$ cat config.mk
export PLATFORM = sky130hd
export DESIGN_NAME = tfh_ctrl
export DESIGN_NICKNAME = d
export VERILOG_FILES = /design/src/rtl/tfh_pkg.sv /design/src/rtl/tfh_crc_if.sv /design/src/rtl/tfh_crc.sv /design/src/rtl/tfh_ctrl.sv
export VERILOG_INCLUDE_DIRS = /design/src /design/src/rtl
export SDC_FILE = /design/constraint.sdc
export NUM_CORES = 2
export LEC_CHECK = 0
export BUFFER_PORTS_ARGS = -buffer_cell sky130_fd_sc_hd__buf_2
export CAP_MARGIN = 25
export CORE_MARGIN = 2
export CORE_UTILIZATION = 33
export DETAILED_ROUTE_END_ITERATION = 6
export GPL_TIMING_DRIVEN = 0
export HOLD_SLACK_MARGIN = 0.12
export PLACE_DENSITY = 0.53
export SLEW_MARGIN = 0
export SYNTH_ARGS = -nofsm -noshare
export SYNTH_HDL_FRONTEND = slang
export SYNTH_HIERARCHICAL = 1
export SYNTH_SLANG_ARGS = --single-unit
$ cat constraint.sdc
create_clock -name clk -period 8.65 [get_ports clk]
set_input_delay 0.865 -clock clk [delete_from_list [all_inputs] [get_ports clk]]
set_output_delay 0.865 -clock clk [all_outputs]
set_load 0.005 [all_outputs]
$ cat src/rtl/tfh_consts.svh
/*
 * Constants of the hop and noise control block: setup offsets,
 * field positions, reset values and timing counts.
 * Assumes a 250 MHz clock.
 */
`ifndef TFH_CONSTS_SVH
`define TFH_CONSTS_SVH

// ************************************************************
// Setup offsets
// ************************************************************
`define TFH_OFS_SECOND_IDLE  8'hf6
`define TFH_OFS_THIRD_IDLE   8'hf7
`define TFH_OFS_NOISE        8'hf8
`define TFH_OFS_CSUM_LO      8'hf9
`define TFH_OFS_CSUM_HI      8'hfa
`define TFH_OFS_LAST_COVERED 8'hf8

// ************************************************************
// Fields and reset values
// ************************************************************
`define TFH_NOISE_THR_LSB    0
`define TFH_NOISE_LIM_LSB    4
`define TFH_RST_SECOND_IDLE  8'h06
`define TFH_RST_THIRD_IDLE   8'h3f
`define TFH_RST_NOISE        8'h32
`define TFH_RST_CSUM         16'h0000
`define TFH_THR_BASE         8'h05
`define TFH_THR_STEP         8'h03

// Checksum generator, arbitrary choice
`define TFH_CRC_POLY         16'h1021
`define TFH_CRC_INIT         16'hffff

// ************************************************************
// Timing
// ************************************************************
`define TFH_CLK_MHZ          250
`define TFH_PRD_MS           1000
`define TFH_PRD_CYCLES       (`TFH_PRD_MS * 1000 * `TFH_CLK_MHZ)
`define TFH_KEYS             24

`endif

$ cat src/rtl/tfh_pkg.sv
/*
 * Types of the hop and noise control block.
 * Assumes the constants header is in the include path.
 */
package tfh_pkg;
	typedef enum logic [1:0] {
		TFH_HOP_OFF,
		TFH_HOP_RECAL,
		TFH_HOP_ADJUST,
		TFH_HOP_SWEEP
	} tfh_hop_mode_t;

	typedef logic [8:0] tfh_idle_t;
	typedef logic [23:0] tfh_keys_t;
endpackage

$ cat src/rtl/tfh_crc_if.sv
/*
 * Byte stream from the setup scanner to the checksum engine.
 * Assumes one clock domain.
 */
`timescale 1ns/100ps
interface tfh_crc_if;
	logic        start;
	logic        byte_valid;
	logic [7:0]  byte_data;
	logic [15:0] result;

	modport scan (output start, output byte_valid, output byte_data,
		input result);
	modport engine (input start, input byte_valid, input byte_data,
		output result);
endinterface

$ cat src/rtl/tfh_crc.sv
/*
 * Checksum engine: one byte per cycle, MSB first.
 * Assumes start precedes the first byte of each pass.
 */
`timescale 1ns/100ps
`include "tfh_consts.svh"
module tfh_crc (
	input wire logic clk,   // Core clock
	input wire logic reset, // Sync reset, active high
	tfh_crc_if.engine crc   // Byte stream in, result out
);
	import tfh_pkg::*;

	function automatic logic [15:0] crc_byte(input logic [15:0] c,
		input logic [7:0] d);
		logic [15:0] r;
		r = c ^ {d, 8'h00};
		for (int i = 0; i < 8; i++) begin
			r = r[15] ? ({r[14:0], 1'b0} ^ `TFH_CRC_POLY)
				: {r[14:0], 1'b0};
		end
		return r;
	endfunction

	always_ff @(posedge clk) begin
		if (reset || crc.start) begin
			crc.result <= `TFH_CRC_INIT;
		end else if (crc.byte_valid) begin
			crc.result <= crc_byte(crc.result, crc.byte_data);
		end
	end
endmodule

$ cat src/rtl/tfh_ctrl.sv
/*
 * Frequency hop, noise integration, setup checksum check and the
 * positive recalibration timer of a capacitive key matrix sensor.
 * Assumes the setup bytes below 0xf6 live in an outside memory with
 * one-cycle read latency, and scan events come from the matrix logic.
 */
`timescale 1ns/100ps
`include "tfh_consts.svh"

module tfh_ctrl #(
	parameter int unsigned PRD_CYCLES = `TFH_PRD_CYCLES
) (
	input  wire logic                  clk,            // Core clock
	input  wire logic                  reset,          // Sync, active high
	input  wire logic                  wr_en,          // Setup write strobe
	input  wire logic [7:0]            wr_addr,        // Setup write address
	input  wire logic [7:0]            wr_data,        // Setup write data
	input  wire logic                  rd_en,          // Setup read strobe
	input  wire logic [7:0]            rd_addr,        // Setup read address
	output logic      [7:0]            rd_data,        // Read data, next cycle
	output logic                       rd_hit,         // Address was ours
	output logic      [7:0]            blk_addr,       // Outside setup address
	input  wire logic [7:0]            blk_data,       // Outside setup byte
	input  wire tfh_pkg::tfh_hop_mode_t hop_mode,      // Hop mode field
	input  wire logic [7:0]            first_idle_time, // First idle setting
	input  wire logic                  cal_busy,       // Calibration running
	input  wire logic                  delta_valid,    // Key delta strobe
	input  wire logic signed [15:0]    delta,          // Key signal delta
	input  wire logic                  scan_done,      // Matrix scan ended
	input  wire tfh_pkg::tfh_keys_t    above_pos_thr,  // Per key over level
	output tfh_pkg::tfh_idle_t         idle_time,      // Burst idle cycles
	output logic      [1:0]            freq_index,     // Active frequency
	output logic                       hop_event,      // Frequency hop pulse
	output logic                       hop_recal_all,  // Hop needs recal
	output logic                       hop_adjust_ref, // Hop adjusts refs
	output logic                       csum_error,     // Checksum mismatch
	output tfh_pkg::tfh_keys_t         key_recal       // Per key recal pulse
);
	import tfh_pkg::*;

	// ************************************************************
	// Decoders
	// ************************************************************
	function automatic tfh_idle_t idle_decode(input logic [7:0] v);
		return (v == 8'h00) ? 9'h100 : {1'b0, v};
	endfunction

	function automatic logic [7:0] thr_decode(input logic [3:0] idx);
		return 8'(`TFH_THR_BASE + `TFH_THR_STEP * idx);
	endfunction

	function automatic logic hop_three(input tfh_hop_mode_t m);
		return (m == TFH_HOP_RECAL) || (m == TFH_HOP_ADJUST);
	endfunction

	// ************************************************************
	// Setup registers
	// ************************************************************
	logic [7:0]  second_burst_idle_time;
	logic [7:0]  third_burst_idle_time;
	logic [7:0]  noise_limit_and_threshold;
	logic [15:0] setup_block_checksum;
	logic [3:0]  noise_threshold;
	logic [3:0]  noise_integrator_limit;

	assign noise_threshold = noise_limit_and_threshold[
		`TFH_NOISE_THR_LSB +: 4];
	assign noise_integrator_limit = noise_limit_and_threshold[
		`TFH_NOISE_LIM_LSB +: 4];

	always_ff @(posedge clk) begin
		if (reset) begin
			second_burst_idle_time    <= `TFH_RST_SECOND_IDLE;
			third_burst_idle_time     <= `TFH_RST_THIRD_IDLE;
			noise_limit_and_threshold <= `TFH_RST_NOISE;
			setup_block_checksum      <= `TFH_RST_CSUM;
		end else if (wr_en) begin
			case (wr_addr)
				`TFH_OFS_SECOND_IDLE: begin
					second_burst_idle_time <= wr_data;
				end
				`TFH_OFS_THIRD_IDLE: begin
					third_burst_idle_time <= wr_data;
				end
				`TFH_OFS_NOISE: begin
					noise_limit_and_threshold <= wr_data;
				end
				`TFH_OFS_CSUM_LO: begin
					setup_block_checksum[7:0] <= wr_data;
				end
				`TFH_OFS_CSUM_HI: begin
					setup_block_checksum[15:8] <= wr_data;
				end
				default: begin
				end
			endcase
		end
	end

	// Other addresses belong to the outside setup memory
	always_ff @(posedge clk) begin
		if (reset) begin
			rd_data <= 8'h00;
			rd_hit  <= 1'b0;
		end else if (rd_en) begin
			rd_hit <= 1'b1;
			case (rd_addr)
				`TFH_OFS_SECOND_IDLE: rd_data <= second_burst_idle_time;
				`TFH_OFS_THIRD_IDLE:  rd_data <= third_burst_idle_time;
				`TFH_OFS_NOISE:       rd_data <= noise_limit_and_threshold;
				`TFH_OFS_CSUM_LO:     rd_data <= setup_block_checksum[7:0];
				`TFH_OFS_CSUM_HI:     rd_data <= setup_block_checksum[15:8];
				default: begin
					rd_data <= 8'h00;
					rd_hit  <= 1'b0;
				end
			endcase
		end else begin
			rd_hit <= 1'b0;
		end
	end

	// ************************************************************
	// Noise integrators
	// ************************************************************
	logic [7:0]  pos_noise;
	logic [7:0]  neg_noise;
	logic [7:0]  thr_counts;
	logic [16:0] neg_mag;
	logic        pos_hit;
	logic        neg_hit;
	logic        noise_hop;

	assign thr_counts = thr_decode(noise_threshold);
	assign neg_mag    = 17'(-(17'(delta)));
	// Gated off in modes 0 and 3
	assign pos_hit = delta_valid && hop_three(hop_mode)
		&& !delta[15] && (delta >= 16'(thr_counts));
	assign neg_hit = delta_valid && hop_three(hop_mode)
		&& delta[15] && (neg_mag >= 17'(thr_counts));
	// Both must reach the limit
	assign noise_hop = hop_three(hop_mode)
		&& (pos_noise >= 8'(noise_integrator_limit))
		&& (neg_noise >= 8'(noise_integrator_limit));

	// Saturate rather than wrap so a noisy scan cannot look quiet
	always_ff @(posedge clk) begin
		if (reset || scan_done) begin
			pos_noise <= 8'h00;
		end else if (pos_hit && pos_noise != 8'hff) begin
			pos_noise <= pos_noise + 8'h01;
		end
	end

	always_ff @(posedge clk) begin
		if (reset || scan_done) begin
			neg_noise <= 8'h00;
		end else if (neg_hit && neg_noise != 8'hff) begin
			neg_noise <= neg_noise + 8'h01;
		end
	end

	// ************************************************************
	// Frequency selection
	// ************************************************************
	logic      hop_now;
	tfh_idle_t sweep_idle;
	tfh_idle_t next_idle;
	tfh_idle_t lo_bound;
	tfh_idle_t hi_bound;

	assign hop_now  = scan_done && noise_hop && !cal_busy;
	assign lo_bound = idle_decode(first_idle_time);
	assign hi_bound = idle_decode(second_burst_idle_time);

	// One step per scan, wrapping back to the shortest idle time
	always_ff @(posedge clk) begin
		if (reset) begin
			sweep_idle <= 9'h001;
		end else if (hop_mode != TFH_HOP_SWEEP) begin
			sweep_idle <= lo_bound;
		end else if (scan_done) begin
			if (sweep_idle >= hi_bound || sweep_idle < lo_bound) begin
				sweep_idle <= lo_bound;
			end else begin
				sweep_idle <= sweep_idle + 9'h001;
			end
		end
	end

	always_ff @(posedge clk) begin
		if (reset || !hop_three(hop_mode)) begin
			freq_index <= 2'd0;
		end else if (hop_now) begin
			freq_index <= (freq_index == 2'd2) ? 2'd0
				: freq_index + 2'd1;
		end
	end

	always_comb begin
		case (hop_mode)
			TFH_HOP_OFF: begin
				next_idle = lo_bound;
			end
			TFH_HOP_RECAL, TFH_HOP_ADJUST: begin
				case (freq_index)
					2'd1: next_idle = hi_bound;
					2'd2: next_idle = idle_decode(
						third_burst_idle_time);
					default: next_idle = lo_bound;
				endcase
			end
			TFH_HOP_SWEEP: begin
				next_idle = sweep_idle;
			end
			default: begin
				next_idle = lo_bound;
			end
		endcase
	end

	always_ff @(posedge clk) begin
		if (reset) begin
			idle_time <= 9'h001;
		end else begin
			idle_time <= next_idle;
		end
	end

	always_ff @(posedge clk) begin
		if (reset) begin
			hop_event      <= 1'b0;
			hop_recal_all  <= 1'b0;
			hop_adjust_ref <= 1'b0;
		end else begin
			hop_event      <= hop_now;
			hop_recal_all  <= hop_now && hop_mode == TFH_HOP_RECAL;
			hop_adjust_ref <= hop_now && hop_mode == TFH_HOP_ADJUST;
		end
	end

	// ************************************************************
	// Setup checksum check
	// ************************************************************
	tfh_crc_if crc_bus ();

	logic [7:0] scan_addr;
	logic       scan_valid;
	logic       scan_start;
	logic [7:0] own_byte;

	tfh_crc u_crc (
		.clk   (clk),
		.reset (reset),
		.crc   (crc_bus.engine)
	);

	// Own bytes are fed locally, the rest from the outside memory
	always_comb begin
		case (scan_addr)
			`TFH_OFS_SECOND_IDLE: own_byte = second_burst_idle_time;
			`TFH_OFS_THIRD_IDLE:  own_byte = third_burst_idle_time;
			`TFH_OFS_NOISE:       own_byte = noise_limit_and_threshold;
			default:              own_byte = blk_data;
		endcase
	end

	assign crc_bus.start      = scan_start;
	assign crc_bus.byte_valid = scan_valid;
	assign crc_bus.byte_data  = own_byte;

	// Address leads data by one cycle for the outside memory
	always_ff @(posedge clk) begin
		if (reset) begin
			blk_addr   <= 8'h00;
			scan_addr  <= 8'h00;
			scan_valid <= 1'b0;
			scan_start <= 1'b1;
		end else begin
			scan_start <= 1'b0;
			scan_addr  <= blk_addr;
			if (scan_start) begin
				scan_valid <= 1'b1;
				blk_addr   <= blk_addr + 8'h01;
			end else if (scan_addr == `TFH_OFS_LAST_COVERED) begin
				scan_valid <= 1'b0;
				scan_start <= 1'b1;
				blk_addr   <= 8'h00;
			end else begin
				blk_addr <= (blk_addr == `TFH_OFS_LAST_COVERED)
					? blk_addr : blk_addr + 8'h01;
			end
		end
	end

	logic pass_end;
	assign pass_end = scan_valid && scan_addr == `TFH_OFS_LAST_COVERED;

	logic pass_end_d;
	always_ff @(posedge clk) begin
		if (reset) begin
			pass_end_d <= 1'b0;
			csum_error <= 1'b0;
		end else begin
			pass_end_d <= pass_end;
			if (pass_end_d) begin
				csum_error <= crc_bus.result
					!= setup_block_checksum;
			end
		end
	end

	// ************************************************************
	// Positive recalibration timers
	// ************************************************************
	// Full delay width; simulations shorten it through PRD_CYCLES
	genvar k;
	generate
		for (k = 0; k < `TFH_KEYS; k++) begin : g_prd
			logic [31:0] held;
			always_ff @(posedge clk) begin
				if (reset || !above_pos_thr[k]) begin
					held         <= 32'h0;
					key_recal[k] <= 1'b0;
				end else if (held == PRD_CYCLES - 1) begin
					held         <= 32'h0;
					key_recal[k] <= 1'b1;
				end else begin
					held         <= held + 32'h1;
					key_recal[k] <= 1'b0;
				end
			end
		end
	endgenerate
endmodule

### Yosys cells after proc, flatten, opt, wreduce, memory -nomap -nowiden

Index checks and enable logic that the tools add are counted.

| word-level totals | value |
|---|---|
| logic and storage cells | 325 |
| input port bits | 89 |
| output and inout bits | 56 |
| register bits after elaboration | 916 |

| cells by class | value |
|---|---|
| equality and inequality tests | 48 |
| $lt $le $gt $ge | 6 |
| bitwise operators | 10 |
| mux-type cells | 51 |
| add/subtract/negate cells | 31 |
| reductions and logical operators | 108 |
| $mul | 1 |

Operators by type and width:

| operator | number |
|---|---|
| adder 32 x 1 -> 32 bit, second input constant | 24 |
| equality test 32 x 28 -> 1 bit, second input constant | 24 |
| equality test 8 bit, second input constant | 14 |
| two-way mux 13 bit | 8 |
| two-way mux 9 bit | 6 |
| OR reduction 2 bit | 26 |
| case mux 8 bit (5 select lines) | 1 |
| logical OR 1 bit | 29 |
| two-way mux 1 bit | 29 |
| logical NOT 1 bit | 27 |
| case mux 9 bit (3 select lines) | 1 |
| adder 8 x 1 -> 8 bit, second input constant | 3 |
| logical NOT 8 bit | 3 |
| two-way mux 8 bit | 3 |
| inverter 3 bit | 8 |
| case mux 8 bit (3 select lines) | 1 |
| case mux 9 bit (2 select lines) | 1 |
| >= comparator 17 x 7 -> 1 bit | 1 |
| negation 16 -> 17 bit | 1 |
| >= comparator 16 x 7 -> 1 bit | 1 |
| >= comparator 8 x 4 -> 1 bit | 2 |
| != test 16 bit | 1 |
| != test 8 bit, second input constant | 2 |
| XOR 16 bit | 1 |
| other kinds (17) | 38 |

### Logic depth before layout (Yosys ltp)

| depth | value |
|---|---|
| depth after elaboration | 19 |
| depth in mapped cells | 17 |

### Cells and area by module

Netlist, hierarchy kept.

By module, submodules not included:

| module | cells an instance | instances | area each (um^2) |
|---|---|---|---|
| tfh_ctrl | 4705 | 1 | 40044.7 |
| tfh_crc | 79 | 1 | 920.9 |

### Worst setup path after synthesis

No wires, ideal clock.

| timing path | value |
|---|---|
| path type | register to register |
| from | reg noise_limit_and_threshold[2] |
| to | reg neg_noise[0] |
| slack | 5.227 ns |
| clock period less this slack | 3.423 ns |
| path buffers | 1 |
| stages on the path, launching flop included | 18 |
| arrival | 3.296 ns |
| cell sequence | dfxtp_1 > inv_1 > ha_1 > inv_1 > ha_1 > a21o_1 > a21oi_1 > xor2_1 > ha_1 > a21oi_1 > o221ai_1 > a311o_1 > or4b_1 > nand4bb_4 > nand2_2 > buf_6 > xnor2_1 > nor2_1 |

| between the ends | value |
|---|---|
| word-level cells in the longest chain between the ends | 5 |

Ends and longest elaborated chain:

| element | line | text |
|---|---|---|
| start: declaration | tfh_ctrl.sv:61 | `logic [7:0] noise_limit_and_threshold;` |
| start signal: assignment | tfh_ctrl.sv:75 | `` noise_limit_and_threshold <= `TFH_RST_NOISE; `` |
| start signal: assignment | tfh_ctrl.sv:86 | `noise_limit_and_threshold <= wr_data;` |
| multiplier 2 x 4 -> 6 bit (no source line) | - |  |
| adder 3 x 6 -> 7 bit (no source line) | - |  |
| >= comparator 17 x 7 -> 1 bit | tfh_ctrl.sv:140 | `&& delta[15] && (neg_mag >= 17'(thr_counts));` |
| logical AND 1 bit | tfh_ctrl.sv:140 |  |
| logical AND 1 bit | tfh_ctrl.sv:158 | `end else if (neg_hit && neg_noise != 8'hff) begin` |
| end signal: assignment | tfh_ctrl.sv:159 | `neg_noise <= neg_noise + 8'h01;` |
| end: declaration | tfh_ctrl.sv:127 | `logic [7:0] neg_noise;` |

Every way passes these cells.
A chain may end at the register's enable or synchronous reset.

### Final worst setup path

| timing path | value |
|---|---|
| from | reg noise_limit_and_threshold[1] |
| to | reg neg_noise[0] |

Same word-level chain as after synthesis.

==> results.yml <==
synthesis:
  synth.distinct_cells: 81
  syn-cell-area_um2: 41000
  ys_warn_count: 6
  syn_area_per_cell_um2: 8.56
  synth_seq_cells: 916
  netlist_instances: 4784
  post-synth-top-area-cell: "dfxtp_1"
  netlist_top_cells_count: "966 x nor2_1, 916 x dfxtp_1, 460 x xor2_1"
  synthArstFlopShare: 0
  ys.flop_type: "dfxtp_1"
  yosys-top-cells-area: "dfxtp_1 45%, xor2_1 9.8%, nor2_1 8.9%"
  syn_nets: 4954
  synth_edf_count: 0
  yosys.cell_count.top_type: "nor2_1"
  synth-seq-area-share: 0.448
  synth.top_cell.area_share: 0.448
sta:
  finalSetupViolCount: 0
  report.final.slew_viol_count: 0
  finalCritPeriodShare: 0.465
  post-route-min-period_ps: 4020
  hold_ws_ps: 438
  worst_pin_slew_ps: 1080
  setup-tns-final_ps: 0
  skew_ps: 24.3
  slew_headroom: 0.278
  max_freq_mhz: 248
  hold_viol: 0
  rsz0062_at_grt: "no"
clock_tree:
  clk_pin_slew_worst_paths_ps: 60
  worstSkewPairLatency_ps: 690
  cts_setup_buffers: 0
  cts-htree-levels: 3
  postCtsHoldBufs: 0
  cts_root_buf: "clkbuf_16"
  cts.path.max_buffers: 3
  clock_sinks: 916
  cts_made_buffers: 105
  cts.repair.resized: 0
  cts_tree: "built"
route:
  vias_per_cell: 4.74
  vias: 32100
  ant_nets: 0
  firstDrtPassIters: 7
  wire_per_inst_um: 14.0
  dr.first_iter.drc_count: 1831
  route.detailed.drc: 0
  routed_wl_mm: 94.7
global_route:
  overflow: 0
  grt_pass1_vias: 30700
  antenna_found_initial: 20
  grt_max_degree: 14
  grt_pass1_wl_mm: 157
  grt_use_total: 0.149
worst_setup_path:
  worstPathRequired_ps: 9190
  crit_fanout: 10
  crit_type: "reg2reg"
  worst_setup_path_start_kind: "flip-flop"
  cp_data_arrival_time_ps: 4560
  end_kind: "flip-flop"
pwr:
  power_density_nw_per_um2: 198
  p_leak_nw: 16.7
  ir_drop_uv: 166
placement:
  place_area_um2: 43800
  routabilityCongestion: 0.812
  hpwlAfterDp_mm: 67.9
  io_buffers: 144
floorplan:
  placement_rows: 129
  core_area_um2: 123000
  fp.dieH_um: 356
  die-area_um2: 127000
  io_pins: 145
  start_util: 0.332
  dieWidth_um: 356
outcome:
  status: "finished, final reports clean"
cells_and_area:
  multiInputGateArea_um2: 21600
  layout-drive-gt1-share: 0.0759
  final_nets: 5210
  fin_area_um2: 47700
  syn_to_final_growth_pct: 16.4
  seq_area_um2: 18300
  fill_cells: 12500
hold_path:
  min_path_type: "reg2reg"
run:
  max_cap_viol_count: 0
[registers in the layout (all words and copies together), names as in the netlist, 2 cells and up]
register and count:
blk_addr 8, freq_index 2, g_prd.held 768, idle_time 9, key_recal 24, neg_noise 8, noise_limit_and_threshold 8, pos_noise 8
rd_data 8, scan_addr 8, second_burst_idle_time 8, setup_block_checksum 16, sweep_idle 9, third_burst_idle_time 8, u_crc/crc.result 16
[path summary, 6_finish.rpt]
kind	start	end	slack, ps	cells past startpoint
worst max register to register	noise_limit_and_threshold[1]	neg_noise[0]	4630	17
worst min register to register	g_prd[19].held[0]	g_prd[19].held[0]	440	1
worst min-delay path	g_prd[19].held[0]	g_prd[19].held[0]	440	1
worst max-delay path	noise_limit_and_threshold[1]	neg_noise[0]	4630	17
[critical path, cell delays in order, from the launching register on]
cell and delay [ps]:
dfxtp_1 430, inv_1 160, ha_1 310, inv_1 70, ha_1 290, a21o_1 160
a21oi_1 190, xor2_1 270, ha_1 290, a21oi_1 160, o221ai_1 130, a311o_1 290
or4b_1 480, nand4bb_4 250, nand2_2 110, buf_6 130, xnor2_1 120, nor2_1 50
[logic make-up (layout without fill, tap and decap cells)]
group,Yosys count,in the layout,share of synthesized area
and+or+nand+nor,2460,2460,0.287
buffers and inverters,254,598,0.0240
adders and majority gates,81,81,0.0249
DFF,916,916,0.448
other,0,10,0
AOI/OAI and AO/OA,289,289,0.0425
xor gates and xnor gates,728,728,0.160
muxes,56,56,0.0137
[placed cells by master (no fill, tap or decap), drive strengths merged, types with 123 or more instances in the layout]
master / netlist / routed
dfxtp: 916 / 916
nand3: 346 / 346
nand4: 144 / 144
and3: 140 / 140
xnor2: 259 / 259
clkbuf: 119 / 259
xor2: 460 / 460
inv: 121 / 123
nor2: 966 / 966
nand2: 402 / 402
buf: 14 / 163
[routing by layer]
metal,global-route usage,share of wire,vias up
li1,-,-,16700
met3,0.0258,0.054,150
met5,0,0.00046,-
met4,0.0390,0.022,6
met2,0.231,0.43,431
met1,0.212,0.49,14800
[report_power, final]
part | switching, W | internal [W]
clock | 0.00183 | 0.00304
sequential | 0.0000248 | 0.00424
combinational | 0.000191 | 0.000106
[cell type report]
cell class / instances / area share
antenna: 10 / 0.000525
clock inverter: 55 / 0.0164
buffer: 133 / 0.0112
multi-input combinational: 3614 / 0.454
tap: 1637 / 0.0430
sequential: 916 / 0.385
inverter: 121 / 0.00953
timing repair buffer: 149 / 0.0165
clock buffer: 140 / 0.0641
[through the flow]
step / util / std cells / setup WS, ps / power [W]
6_report: 0.386 / 6775 / 4630 / 0.00943
5_1_grt: 0.386 / 6765 / 4310 / 0.00980
4_1_cts: 0.386 / 6765 / 4580 / 0.00960
3_5_place_dp: 0.355 / 6570 / 4640 / 0.00466
3_3_place_gp: 0.354 / 6565 / 4330 / 0.00466
2_1_floorplan: - / 4784 / 5230 / 0.00453
(Power assumes the default switching activity.)
